<file path="config.mk">
export PLATFORM = sky130hd
export DESIGN_NAME = tlbm_top
export DESIGN_NICKNAME = d
export VERILOG_FILES = /design/src/verilog/tlbm_pkg.sv /design/src/verilog/tlbm_mem_if.sv /design/src/verilog/tlbm_top.sv /design/src/verilog/tlbm_lfsr.sv /design/src/verilog/tlbm_entry_mem.sv
export VERILOG_INCLUDE_DIRS = /design/src /design/src/verilog
export SDC_FILE = /design/constraint.sdc
export NUM_CORES = 2
export LEC_CHECK = 0
export BUFFER_PORTS_ARGS = -buffer_cell sky130_fd_sc_hd__buf_2
export CAP_MARGIN = 20
export CORE_MARGIN = 4
export CORE_UTILIZATION = 28
export DETAILED_ROUTE_END_ITERATION = 6
export GPL_ROUTABILITY_DRIVEN = 0
export GPL_TIMING_DRIVEN = 0
export SLEW_MARGIN = 25
export SYNTH_ARGS = -nofsm -noshare
export SYNTH_HDL_FRONTEND = slang
export SYNTH_SLANG_ARGS = --single-unit
</file>
<file path="constraint.sdc">
create_clock -name clk_i -period 10.5 [get_ports clk_i]
set_clock_uncertainty 0.15 [all_clocks]
set_input_delay 3.15 -clock clk_i [delete_from_list [all_inputs] [get_ports clk_i]]
set_output_delay 3.15 -clock clk_i [all_outputs]
set_load 0.01 [all_outputs]
</file>
<file path="src/verilog/tlbm_params.svh">
// constants for the translation buffer maintenance registers
// assumes inclusion by bare name from the package and design modules
`ifndef TLBM_PARAMS_SVH
`define TLBM_PARAMS_SVH
// register select codes on the load/store control port
`define TLBM_SEL_VPAGE    4'h0
`define TLBM_SEL_PPAGE    4'h1
`define TLBM_SEL_RSVD     4'h2
`define TLBM_SEL_REPLACE  4'h3
`define TLBM_SEL_FLUSH    4'h4
`define TLBM_SEL_ASID     4'h5
`define TLBM_SEL_CAUSE    4'h6
// field layout
`define TLBM_PAGE_MSB     18
`define TLBM_RAND_MSB     15
`define TLBM_COUNT_LSB    16
`define TLBM_COUNT_MSB    23
`define TLBM_FLUSH_I_BIT  0
`define TLBM_FLUSH_D_BIT  1
`define TLBM_CAUSE_LSB    16
`define TLBM_CAUSE_MSB    17
`define TLBM_SPECULATIVE_ORIGIN_FLAG_BIT     18
`define TLBM_STORE_BIT    19
`define TLBM_PRESENT_BIT  20
// reset values
`define TLBM_RAND_RST     16'hffff
`define TLBM_COUNT_RST    8'h40
`define TLBM_ASID_RST     8'h00
// significant page bits per page size
`define TLBM_MASK_8K      19'h7ffff
`define TLBM_MASK_4M      19'h7fe00
`define TLBM_MASK_256M    19'h78000
// cycles from an entry write to its effect
`define TLBM_WR_DELAY     6
`endif

</file>
<file path="src/verilog/tlbm_pkg.sv">
// types shared by the maintenance register modules
// assumes tlbm_params.svh on the include path
`default_nettype none
`include "tlbm_params.svh"
package tlbm_pkg;
    typedef enum logic [1:0] {
        TLBM_NO_MAPPING,
        TLBM_FAULT_PERMISSION,
        TLBM_FAULT_CLEAN_PAGE_STORE,
        TLBM_MULTI_HIT
    } tlbm_cause_t;
    typedef enum logic [1:0] {
        TLBM_SZ_OFF,
        TLBM_SZ_8K,
        TLBM_SZ_4M,
        TLBM_SZ_256M
    } tlbm_size_t;
    typedef struct packed {
        logic        vld;
        logic        phys;
        logic [5:0]  idx;
        logic [18:0] data;
    } tlbm_wr_t;
endpackage : tlbm_pkg
`default_nettype wire

</file>
<file path="src/verilog/tlbm_mem_if.sv">
// link between the register logic and the entry store
// assumes one clock shared by both ends
`timescale 1ns/1ps
`default_nettype none
interface tlbm_mem_if #(parameter int AW = 6);
    logic [AW-1:0] rd_idx;
    logic [18:0]   rd_vpage;
    logic [18:0]   rd_ppage;
    logic          wr_en;
    logic          wr_phys;
    logic [AW-1:0] wr_idx;
    logic [18:0]   wr_data;
    modport ctl (output rd_idx, wr_en, wr_phys, wr_idx, wr_data,
                 input rd_vpage, rd_ppage);
    modport mem (input rd_idx, wr_en, wr_phys, wr_idx, wr_data,
                 output rd_vpage, rd_ppage);
endinterface : tlbm_mem_if
`default_nettype wire

</file>
<file path="src/verilog/tlbm_top.sv">
// translation buffer maintenance registers: entry window, replacement,
// micro-buffer flush, address space and fault cause
// assumes one core clock and a load/store control port from the pipeline
//
// Summary of operation
// - entry word two holds virtual page bits
// - large pages compare only top 10/4 bits
// - entry word three holds physical page bits
// - window words map entry bits 64..159, last zero
// - replacement resets random ffff, count 40
// - random from 16-bit LFSR, taps 3,12,14,15
// - replacement read returns value then advances
// - replacement write loads random and count
// - entry count is plain storage only
// - flush bits invalidate micro-buffers, read zero
// - flush waits for pending entry writes
// - address-space write flushes both micro-buffers
// - entry write effective six cycles later
// - return from interrupt clears instruction buffer
// - fault cause code recorded in bits 17:16
// - fault index and presence flag recorded
// - bit 18 marks speculative or purge origin
// - bit 19 marks store origin
// - data faults raised even if only micro-buffered
// - window accesses target selected entry
// - unified buffer holds 64 software-managed entries
`timescale 1ns/1ps
`default_nettype none
`include "tlbm_params.svh"
module tlbm_top
    import tlbm_pkg::*;
#(
    parameter int ENTRIES = 64,
    parameter int AW      = 6
) (
    input  wire logic        clk_i,
    input  wire logic        rstn_i,
    input  wire logic        reg_req_i,
    input  wire logic        reg_we_i,
    input  wire logic [3:0]  reg_sel_i,
    input  wire logic [31:0] reg_wdata_i,
    input  wire logic [7:0]  entry_select_i,
    input  wire logic        lookup_valid_i,
    input  wire logic [18:0] lookup_va_i,
    input  wire tlbm_size_t  lookup_size_i,
    input  wire logic        fault_valid_i,
    input  wire tlbm_cause_t fault_cause_i,
    input  wire logic [7:0]  fault_index_i,
    input  wire logic        fault_present_i,
    input  wire logic        fault_speculative_origin_flag_i,
    input  wire logic        fault_store_i,
    input  wire logic        rfi_i,
    output var  logic        reg_ack_o,
    output var  logic [31:0] reg_rdata_o,
    output var  logic        lookup_hit_o,
    output var  logic        fault_raise_o,
    output var  logic        ibuf_clear_o,
    output var  logic        instr_micro_flush_o,
    output var  logic        data_micro_flush_o,
    output var  logic        entry_write_busy_o,
    output var  logic [7:0]  asid_o
);
    logic        rst_q1;
    logic        rst_n;
    logic        rd_req;
    logic        wr_req;
    logic        entry_ok;
    logic        wr_busy;
    logic        fire;
    logic        pend_i;
    logic        pend_d;
    logic        new_i;
    logic        new_d;
    logic [15:0] rand_q;
    logic [7:0]  count_q;
    logic [7:0]  cause_index;
    tlbm_cause_t cause_code;
    logic        cause_speculative_origin_flag;
    logic        cause_store;
    logic        cause_present;
    logic [31:0] next_rdata;
    tlbm_wr_t    wr_pipe [`TLBM_WR_DELAY];
    logic [`TLBM_WR_DELAY-1:0] pipe_vld;

    tlbm_mem_if #(.AW(AW)) mif ();

    // reset released through two flops
    always_ff @(posedge clk_i or negedge rstn_i) begin
        if (!rstn_i) begin
            rst_q1 <= 1'b0;
            rst_n  <= 1'b0;
        end else begin
            rst_q1 <= 1'b1;
            rst_n  <= rst_q1;
        end
    end

    assign rd_req   = reg_req_i && !reg_we_i;
    assign wr_req   = reg_req_i && reg_we_i;
    // selects beyond the populated entries are ignored
    assign entry_ok = entry_select_i < 8'(ENTRIES);

    function automatic logic page_match(input logic [18:0] a,
                                        input logic [18:0] b,
                                        input tlbm_size_t sz);
        logic [18:0] msk;
        unique case (sz)
            TLBM_SZ_8K:   msk = `TLBM_MASK_8K;
            TLBM_SZ_4M:   msk = `TLBM_MASK_4M;
            TLBM_SZ_256M: msk = `TLBM_MASK_256M;
            TLBM_SZ_OFF:  msk = 19'h00000;
        endcase
        return (sz != TLBM_SZ_OFF) && ((a & msk) == (b & msk));
    endfunction : page_match

    // entry store, read continuously at the selected entry
    assign mif.rd_idx = entry_select_i[AW-1:0];

    tlbm_entry_mem #(.DEPTH(ENTRIES), .AW(AW)) i_tlbm_entry_mem (
        .clk_i   (clk_i),
        .rst_n_i (rst_n),
        .m       (mif.mem)
    );

    // write delay line gives the six-cycle settle time of an entry write
    generate
        for (genvar s = 0; s < `TLBM_WR_DELAY; s++) begin : g_wr
            assign pipe_vld[s] = wr_pipe[s].vld;
            if (s == 0) begin : g_head
                always_ff @(posedge clk_i or negedge rst_n) begin
                    if (!rst_n) begin
                        wr_pipe[s] <= '0;
                    end else begin
                        wr_pipe[s].vld  <= wr_req && entry_ok &&
                            (reg_sel_i == `TLBM_SEL_VPAGE ||
                             reg_sel_i == `TLBM_SEL_PPAGE);
                        wr_pipe[s].phys <= reg_sel_i == `TLBM_SEL_PPAGE;
                        wr_pipe[s].idx  <= entry_select_i[AW-1:0];
                        // upper bits dropped: reserved in both words
                        wr_pipe[s].data <= reg_wdata_i[`TLBM_PAGE_MSB:0];
                    end
                end
            end else begin : g_tail
                always_ff @(posedge clk_i or negedge rst_n) begin
                    if (!rst_n) begin
                        wr_pipe[s] <= '0;
                    end else begin
                        wr_pipe[s] <= wr_pipe[s-1];
                    end
                end
            end
        end
    endgenerate

    assign mif.wr_en   = wr_pipe[`TLBM_WR_DELAY-1].vld;
    assign mif.wr_phys = wr_pipe[`TLBM_WR_DELAY-1].phys;
    assign mif.wr_idx  = wr_pipe[`TLBM_WR_DELAY-1].idx;
    assign mif.wr_data = wr_pipe[`TLBM_WR_DELAY-1].data;
    assign wr_busy     = |pipe_vld;

    always_ff @(posedge clk_i or negedge rst_n) begin
        if (!rst_n) begin
            entry_write_busy_o <= 1'b0;
        end else begin
            entry_write_busy_o <= wr_busy || (wr_req && entry_ok);
        end
    end

    // replacement register; the count never feeds any lookup path
    tlbm_lfsr i_tlbm_lfsr (
        .clk_i      (clk_i),
        .rst_n_i    (rst_n),
        .load_i     (wr_req && reg_sel_i == `TLBM_SEL_REPLACE),
        .load_val_i (reg_wdata_i[`TLBM_RAND_MSB:0]),
        .step_i     (rd_req && reg_sel_i == `TLBM_SEL_REPLACE),
        .value_o    (rand_q)
    );

    always_ff @(posedge clk_i or negedge rst_n) begin
        if (!rst_n) begin
            count_q <= `TLBM_COUNT_RST;
        end else if (wr_req && reg_sel_i == `TLBM_SEL_REPLACE) begin
            count_q <= reg_wdata_i[`TLBM_COUNT_MSB:`TLBM_COUNT_LSB];
        end
    end

    // address space identifier
    always_ff @(posedge clk_i or negedge rst_n) begin
        if (!rst_n) begin
            asid_o <= `TLBM_ASID_RST;
        end else if (wr_req && reg_sel_i == `TLBM_SEL_ASID) begin
            asid_o <= reg_wdata_i[7:0];
        end
    end

    // flush requests gather here and fire once entry writes drain
    assign new_i = wr_req && ((reg_sel_i == `TLBM_SEL_FLUSH &&
                   reg_wdata_i[`TLBM_FLUSH_I_BIT]) ||
                   reg_sel_i == `TLBM_SEL_ASID);
    assign new_d = wr_req && ((reg_sel_i == `TLBM_SEL_FLUSH &&
                   reg_wdata_i[`TLBM_FLUSH_D_BIT]) ||
                   reg_sel_i == `TLBM_SEL_ASID);
    assign fire  = (pend_i || pend_d) && !wr_busy;

    always_ff @(posedge clk_i or negedge rst_n) begin
        if (!rst_n) begin
            pend_i <= 1'b0;
            pend_d <= 1'b0;
        end else begin
            // a new request in the firing cycle survives the clear
            pend_i <= (pend_i && !fire) || new_i;
            pend_d <= (pend_d && !fire) || new_d;
        end
    end

    always_ff @(posedge clk_i or negedge rst_n) begin
        if (!rst_n) begin
            instr_micro_flush_o <= 1'b0;
            data_micro_flush_o  <= 1'b0;
        end else begin
            instr_micro_flush_o <= fire && pend_i;
            data_micro_flush_o  <= fire && pend_d;
        end
    end

    always_ff @(posedge clk_i or negedge rst_n) begin
        if (!rst_n) begin
            ibuf_clear_o <= 1'b0;
        end else begin
            ibuf_clear_o <= rfi_i;
        end
    end

    // fault cause; a hardware capture beats a same-cycle software write
    always_ff @(posedge clk_i or negedge rst_n) begin
        if (!rst_n) begin
            cause_index   <= 8'h00;
            cause_code    <= TLBM_NO_MAPPING;
            cause_speculative_origin_flag    <= 1'b0;
            cause_store   <= 1'b0;
            cause_present <= 1'b0;
        end else if (fault_valid_i) begin
            cause_code    <= fault_cause_i;
            cause_index   <= fault_index_i;
            cause_present <= fault_present_i;
            cause_speculative_origin_flag    <= fault_speculative_origin_flag_i;
            cause_store   <= fault_store_i;
        end else if (wr_req && reg_sel_i == `TLBM_SEL_CAUSE) begin
            cause_index   <= reg_wdata_i[7:0];
            cause_code    <= tlbm_cause_t'(
                reg_wdata_i[`TLBM_CAUSE_MSB:`TLBM_CAUSE_LSB]);
            cause_speculative_origin_flag    <= reg_wdata_i[`TLBM_SPECULATIVE_ORIGIN_FLAG_BIT];
            cause_store   <= reg_wdata_i[`TLBM_STORE_BIT];
            cause_present <= reg_wdata_i[`TLBM_PRESENT_BIT];
        end
    end

    // raised whatever buffer holds the page
    always_ff @(posedge clk_i or negedge rst_n) begin
        if (!rst_n) begin
            fault_raise_o <= 1'b0;
        end else begin
            fault_raise_o <= fault_valid_i;
        end
    end

    always_ff @(posedge clk_i or negedge rst_n) begin
        if (!rst_n) begin
            lookup_hit_o <= 1'b0;
        end else begin
            lookup_hit_o <= lookup_valid_i && entry_ok &&
                page_match(lookup_va_i, mif.rd_vpage, lookup_size_i);
        end
    end

    // read mux; every reserved position is forced to zero
    always_comb begin
        next_rdata = 32'h00000000;
        unique case (reg_sel_i)
            `TLBM_SEL_VPAGE: begin
                if (entry_ok) next_rdata[18:0] = mif.rd_vpage;
            end
            `TLBM_SEL_PPAGE: begin
                if (entry_ok) next_rdata[18:0] = mif.rd_ppage;
            end
            `TLBM_SEL_REPLACE: begin
                next_rdata[23:0] = {count_q, rand_q};
            end
            `TLBM_SEL_ASID: begin
                next_rdata[7:0] = asid_o;
            end
            `TLBM_SEL_CAUSE: begin
                next_rdata[20:0] = {cause_present, cause_store, cause_speculative_origin_flag,
                                    cause_code, 8'h00, cause_index};
            end
            default: begin
                next_rdata = 32'h00000000;
            end
        endcase
    end

    always_ff @(posedge clk_i or negedge rst_n) begin
        if (!rst_n) begin
            reg_ack_o   <= 1'b0;
            reg_rdata_o <= 32'h00000000;
        end else begin
            reg_ack_o   <= reg_req_i;
            reg_rdata_o <= rd_req ? next_rdata : 32'h00000000;
        end
    end

    property p_rsvd_zero;
        @(posedge clk_i) disable iff (!rst_n)
        rd_req && reg_sel_i inside {`TLBM_SEL_VPAGE, `TLBM_SEL_PPAGE}
        |=> reg_rdata_o[31:19] == 13'h0000;
    endproperty
    a_rsvd_zero: assert property (p_rsvd_zero)
        else $error("page word reserved bits not zero");

    property p_word3_zero;
        @(posedge clk_i) disable iff (!rst_n)
        rd_req && reg_sel_i == `TLBM_SEL_RSVD |=> reg_rdata_o == 32'h0;
    endproperty
    a_word3_zero: assert property (p_word3_zero)
        else $error("reserved entry word read non-zero");

    property p_rep_read;
        @(posedge clk_i) disable iff (!rst_n)
        rd_req && reg_sel_i == `TLBM_SEL_REPLACE |=>
        reg_rdata_o[15:0] == $past(rand_q) && rand_q != $past(rand_q);
    endproperty
    a_rep_read: assert property (p_rep_read)
        else $error("replacement read value or advance wrong");

    property p_rep_write;
        @(posedge clk_i) disable iff (!rst_n)
        wr_req && reg_sel_i == `TLBM_SEL_REPLACE |=>
        {count_q, rand_q} == $past(reg_wdata_i[23:0]);
    endproperty
    a_rep_write: assert property (p_rep_write)
        else $error("replacement write not loaded");

    property p_flush_read_zero;
        @(posedge clk_i) disable iff (!rst_n)
        rd_req && reg_sel_i == `TLBM_SEL_FLUSH |=> reg_rdata_o == 32'h0;
    endproperty
    a_flush_read_zero: assert property (p_flush_read_zero)
        else $error("flush register read non-zero");

    property p_asid_flush;
        @(posedge clk_i) disable iff (!rst_n)
        wr_req && reg_sel_i == `TLBM_SEL_ASID && !wr_busy
        |=> ##1 instr_micro_flush_o && data_micro_flush_o;
    endproperty
    a_asid_flush: assert property (p_asid_flush)
        else $error("address space write did not flush both");

    property p_flush_after_writes;
        @(posedge clk_i) disable iff (!rst_n)
        wr_req && entry_ok && reg_sel_i inside {`TLBM_SEL_VPAGE,
            `TLBM_SEL_PPAGE}
        |=> ##1 !(instr_micro_flush_o || data_micro_flush_o) [*6];
    endproperty
    a_flush_after_writes: assert property (p_flush_after_writes)
        else $error("flush fired with entry write pending");

    property p_wr_delay;
        @(posedge clk_i) disable iff (!rst_n)
        wr_req && entry_ok && reg_sel_i == `TLBM_SEL_PPAGE
        |-> ##6 (mif.wr_en && mif.wr_phys &&
                 mif.wr_idx == $past(entry_select_i[AW-1:0], 6));
    endproperty
    a_wr_delay: assert property (p_wr_delay)
        else $error("entry write did not land six cycles later");

    property p_fault_capture;
        @(posedge clk_i) disable iff (!rst_n)
        fault_valid_i |=> cause_code == $past(fault_cause_i) &&
        cause_present == $past(fault_present_i) &&
        cause_store == $past(fault_store_i) &&
        cause_index == $past(fault_index_i) &&
        cause_speculative_origin_flag == $past(fault_speculative_origin_flag_i) && fault_raise_o;
    endproperty
    a_fault_capture: assert property (p_fault_capture)
        else $error("fault cause not captured");

    property p_rfi;
        @(posedge clk_i) disable iff (!rst_n)
        rfi_i |=> ibuf_clear_o;
    endproperty
    a_rfi: assert property (p_rfi)
        else $error("return did not clear instruction buffer");

    c_merge: cover property (@(posedge clk_i) disable iff (!rst_n)
        instr_micro_flush_o && data_micro_flush_o);
    c_wait: cover property (@(posedge clk_i) disable iff (!rst_n)
        (pend_i || pend_d) && wr_busy);
    c_fault: cover property (@(posedge clk_i) disable iff (!rst_n)
        fault_valid_i && fault_speculative_origin_flag_i);
endmodule : tlbm_top
`default_nettype wire

</file>
<file path="src/verilog/tlbm_lfsr.sv">
// 16-bit maximal-length replacement shift register
// assumes synchronous reset copy from the top module
`timescale 1ns/1ps
`default_nettype none
`include "tlbm_params.svh"
module tlbm_lfsr
    import tlbm_pkg::*;
(
    input  wire logic        clk_i,
    input  wire logic        rst_n_i,
    input  wire logic        load_i,
    input  wire logic [15:0] load_val_i,
    input  wire logic        step_i,
    output var  logic [15:0] value_o
);
    logic fb;

    assign fb = value_o[15] ^ value_o[14] ^ value_o[12] ^ value_o[3];

    // load wins over step when both arrive together
    always_ff @(posedge clk_i or negedge rst_n_i) begin
        if (!rst_n_i) begin
            value_o <= `TLBM_RAND_RST;
        end else if (load_i) begin
            value_o <= load_val_i;
        end else if (step_i) begin
            value_o <= {value_o[14:0], fb};
        end
    end

    property p_lfsr_step;
        @(posedge clk_i) disable iff (!rst_n_i)
        step_i && !load_i |=> value_o == {$past(value_o[14:0]), $past(fb)};
    endproperty
    a_lfsr_step: assert property (p_lfsr_step)
        else $error("shift register did not advance on step");
endmodule : tlbm_lfsr
`default_nettype wire

</file>
<file path="src/verilog/tlbm_entry_mem.sv">
// upper words of the unified translation entries
// assumes contents are programmed by software before use
`timescale 1ns/1ps
`default_nettype none
module tlbm_entry_mem #(
    parameter int DEPTH = 64,
    parameter int AW    = 6
) (
    input  wire logic clk_i,
    input  wire logic rst_n_i,
    tlbm_mem_if.mem   m
);
    logic [18:0] vpage_mem [DEPTH];
    logic [18:0] ppage_mem [DEPTH];

    // no reset on the arrays: contents undefined until programmed
    always_ff @(posedge clk_i) begin
        if (m.wr_en && !m.wr_phys) begin
            vpage_mem[m.wr_idx] <= m.wr_data;
        end
        if (m.wr_en && m.wr_phys) begin
            ppage_mem[m.wr_idx] <= m.wr_data;
        end
    end

    always_ff @(posedge clk_i or negedge rst_n_i) begin
        if (!rst_n_i) begin
            m.rd_vpage <= 19'h00000;
            m.rd_ppage <= 19'h00000;
        end else begin
            m.rd_vpage <= vpage_mem[m.rd_idx];
            m.rd_ppage <= ppage_mem[m.rd_idx];
        end
    end
endmodule : tlbm_entry_mem
`default_nettype wire

</file>
==> impl_metrics.py <==
metrics = {
    "critical_path": {
        "cp_cell_sequence": "buf_2 > buf_2 > buf_2 > buf_2 > buf_2 > mux4_2 > a221oi_1 > a221oi_2 > buf_4",
        "slowest_stage": "buf_2",
        "crit_type": "input port to flip-flop",
        "setup.worst_path.start_class": "input port",
        "rr_worst_depth": 7,
        "timing.rr.end": "i_tlbm_entry_mem.ppage_mem[33][8]",
        "crit_required_ns": 11.12,
        "rrSetupSlack_ns": 6.63,
        "timing.rr.start": "mif.wr_idx[5]",
        "path_max_fanout": 10,
        "worst_ep_arrival_time_ns": 7.31,
        "crit_top_cell": "buf_2",
        "slowest_delay_ns": 0.83,
        "cp-end-kind": "flip-flop",
    },
    "cts": {
        "numCtsBuffers": 293,
        "ctsResizeCount": 0,
        "numClockSinks": 2712,
        "path_clk_slew_ns": 0.06,
        "cts_root_buf": "clkbuf_16",
        "post_cts_buffers": 0,
        "cts_max_path_buffers": 4,
        "worstSkewPairLatency_ns": 0.93,
        "cts_hold_buf": 0,
        "cts_tree": "built",
        "htreeDepth": 5,
    },
    "placed_design": {
        "io_buffers": 113,
        "post-place-cells": 9665,
        "dp_hpwl_um": 232000,
        "place_ws_ns": 3.09,
        "placed_area_sq_um": 114000,
    },
    "run": {
        "max-cap-violations": 0,
    },
    "floorplan": {
        "boundaryPins": 132,
        "rows": 221,
        "die_y_um": 611,
        "initial_utilization": 0.281,
        "die_width_um": 611,
        "core-area_sq_um": 363000,
        "dieArea_sq_um": 374000,
    },
    "layout": {
        "finalInstanceArea_sq_um": 124000,
        "syn_to_final_growth_pct": 21.4,
        "instances_no_fill": 10201,
        "drive_above_1_share": 0.320,
        "nNetsFinal": 5257,
        "nFillCells": 33092,
        "fin_util": 0.341,
    },
    "outcome": {
        "outcome": "finished with violations",
        "violations": "DRC",
    },
    "sta": {
        "period_share": 0.637,
        "final.setup.worst_slack_ns": 3.81,
        "setup_violations": 0,
        "fmax_mhz": 149,
        "maxSlewHeadroom": 0.160,
        "hold_viol_final": 0,
        "rsz0062_at_grt": "false",
        "report.final.slew_viol_count": 0,
        "tightestPinTransition_ns": 1.26,
        "post-route-min-period_ns": 6.69,
    },
    "synthesis": {
        "synthTopCellsByCount": "edfxtp_1 (2432), mux4_2 (590), dfrtp_1 (263), mux2i_1 (184), nor2_1 (174)",
        "synth.avg_cell_area_sq_um": 22.4,
        "synth_ff_type": "edfxtp_1",
        "yosysSeqAreaShare": 0.785,
        "synth_edf_count": 2432,
        "synth_seq_cells": 2712,
        "synthDominantCellAreaShare": 0.717,
        "yosysWarnings": 0,
        "synth.most_common_cell": "edfxtp_1",
        "synth_top_cell_by_area": "edfxtp_1",
        "synth.distinct_cells": 56,
        "synthTopCellsByArea": "edfxtp_1 (72%), mux4_2 (13%), dfrtp_1 (6.5%)",
        "syn-instance-count": 4557,
        "syn_area_sq_um": 102000,
        "ys_async_sr_fraction": 0.103,
    },
    "route": {
        "top_layer": "met5",
        "dr_wl_met2_um": 147000,
        "wl_per_cell_um": 32.9,
        "initialDrtViolationCount": 8655,
        "drt-met1-wl_um": 118000,
        "antenna_left": 0,
        "num_vias": 54137,
        "dr.pass1.iters": 7,
        "drt_wl_total_um": 336000,
        "met3WireLength_um": 45400,
        "drc_errors": 32,
        "routed_via_density": 5.31,
    },
    "power": {
        "finalPower_mw": 23.4,
        "power_density_nw_per_um2": 189,
        "leakage_nw": 39.7,
        "ir_worst_vdd_mv": 0.167,
    },
    "global_route": {
        "grt_pass1_vias": 53118,
        "grt.total_usage": 0.175,
        "overflow": 0,
        "antenna_found_initial": 25,
        "grt_max_degree": 77,
        "grt_pass1_wl_um": 452000,
    },
    "hold_path": {
        "hold_path_class": "flip-flop to async pin",
    },
}
routing by layer:
| metal | vias up | GRT usage |
|---|---|---|
| met4 | 14 | 0.109 |
| met1 | 28514 | 0.213 |
| met5 | - | 0.00426 |
| met2 | 4224 | 0.261 |
| li1 | 20442 | - |
| met3 | 943 | 0.0690 |
where the power goes:
part           total [mW]  switching, mW  internal (mW)  leakage [nW]
Combinational        1.37          0.915          0.451          9.95
Clock                10.1           4.13           5.97          4.51
Sequential           12.0          0.117           11.9          25.2
Total                23.4           5.16           18.3          39.7
worst max-delay path, delay by kind of cell:
| family | cells | cell delay, ns |
|---|---|---|
| compound gates | 2 | 0.95 |
| buf+inv | 6 | 2.71 |
| mux | 1 | 0.42 |
layout by cell type, fill, tap and decap left out, drive strengths merged, types with 12 or more instances in the layout:
cell type and count:
clkinv 90, mux2 51, mux2i 184, a221oi 115
nand2 70, dfstp 17, nor2 174, clkbuf 493
o21ai 20, a22o 64, o221ai 30, buf 453
diode 29, edfxtp 2432, dfrtp 263, mux4 590
a21oi 82, bufinv 28, a22oi 22, nor2b 15
inv 20, xor2 12, nand3b 12
sequential cells by signal, indices dropped and copies added, names as in the netlist, 2 cells and up:
signal,cells
cause_index,8
cause_code,2
i_tlbm_entry_mem.m.rd_ppage,19
pipe_vld,5
mif.wr_idx,6
i_tlbm_lfsr.value_o,16
count_q,8
i_tlbm_entry_mem.m.rd_vpage,19
asid_o,8
wr_pipe,130
mif.wr_data,19
i_tlbm_entry_mem.vpage_mem,1216
i_tlbm_entry_mem.ppage_mem,1216
reg_rdata_o,24
cell families after synthesis:
kind of cell / Yosys count / synth area share
compound gates: 380 / 0.0284
flops: 2712 / 0.785
mux: 825 / 0.154
xor+xnor: 23 / 0.00198
fa+ha+maj: 2 / 0.000245
other cells: 2 / 0.0000737
simple gates: 336 / 0.0149
buf+inv: 277 / 0.0148
worst max path at each step:
stage | start | endpoint | slack [ns] | depth (start not counted)
2_1_floorplan | rst_n | asid_o[0] | 2.00 | 0
3_3_place_gp | rst_n | wr_pipe[154] | -0.87 | 0
3_5_place_dp | entry_select_i[1] | i_tlbm_entry_mem.m.rd_ppage[12] | 3.09 | 9
4_1_cts | entry_select_i[1] | i_tlbm_entry_mem.m.rd_ppage[12] | 4.07 | 9
5_1_grt | entry_select_i[1] | i_tlbm_entry_mem.m.rd_ppage[15] | 3.92 | 9
6_report | entry_select_i[1] | i_tlbm_entry_mem.m.rd_ppage[12] | 3.81 | 9
through the flow:
| stage | setup TNS, ns | hold slack, ns |
|---|---|---|
| finish | 0 | 0.183 |
| global placement | -214.20 | 0.182 |
| detailed placement | 0 | 0.185 |
| floorplan | 0 | 0.181 |
| global route | 0 | 0.197 |
| CTS | 0 | 0.189 |
area by class of cell:
class,instances,area [sq um],share of cell area
tap,4794,6000,0.0485
inverter,15,56.3,0.000455
antenna,29,72.6,0.000586
buffer,262,1500,0.0121
sequential,2712,80100,0.648
clock inverter,130,1340,0.0108
timing repair buffer,311,5300,0.0429
clock buffer,373,7880,0.0636
multi-input combinational,1575,21500,0.174
No activity file was read; power rests on OpenSTA's default activity.
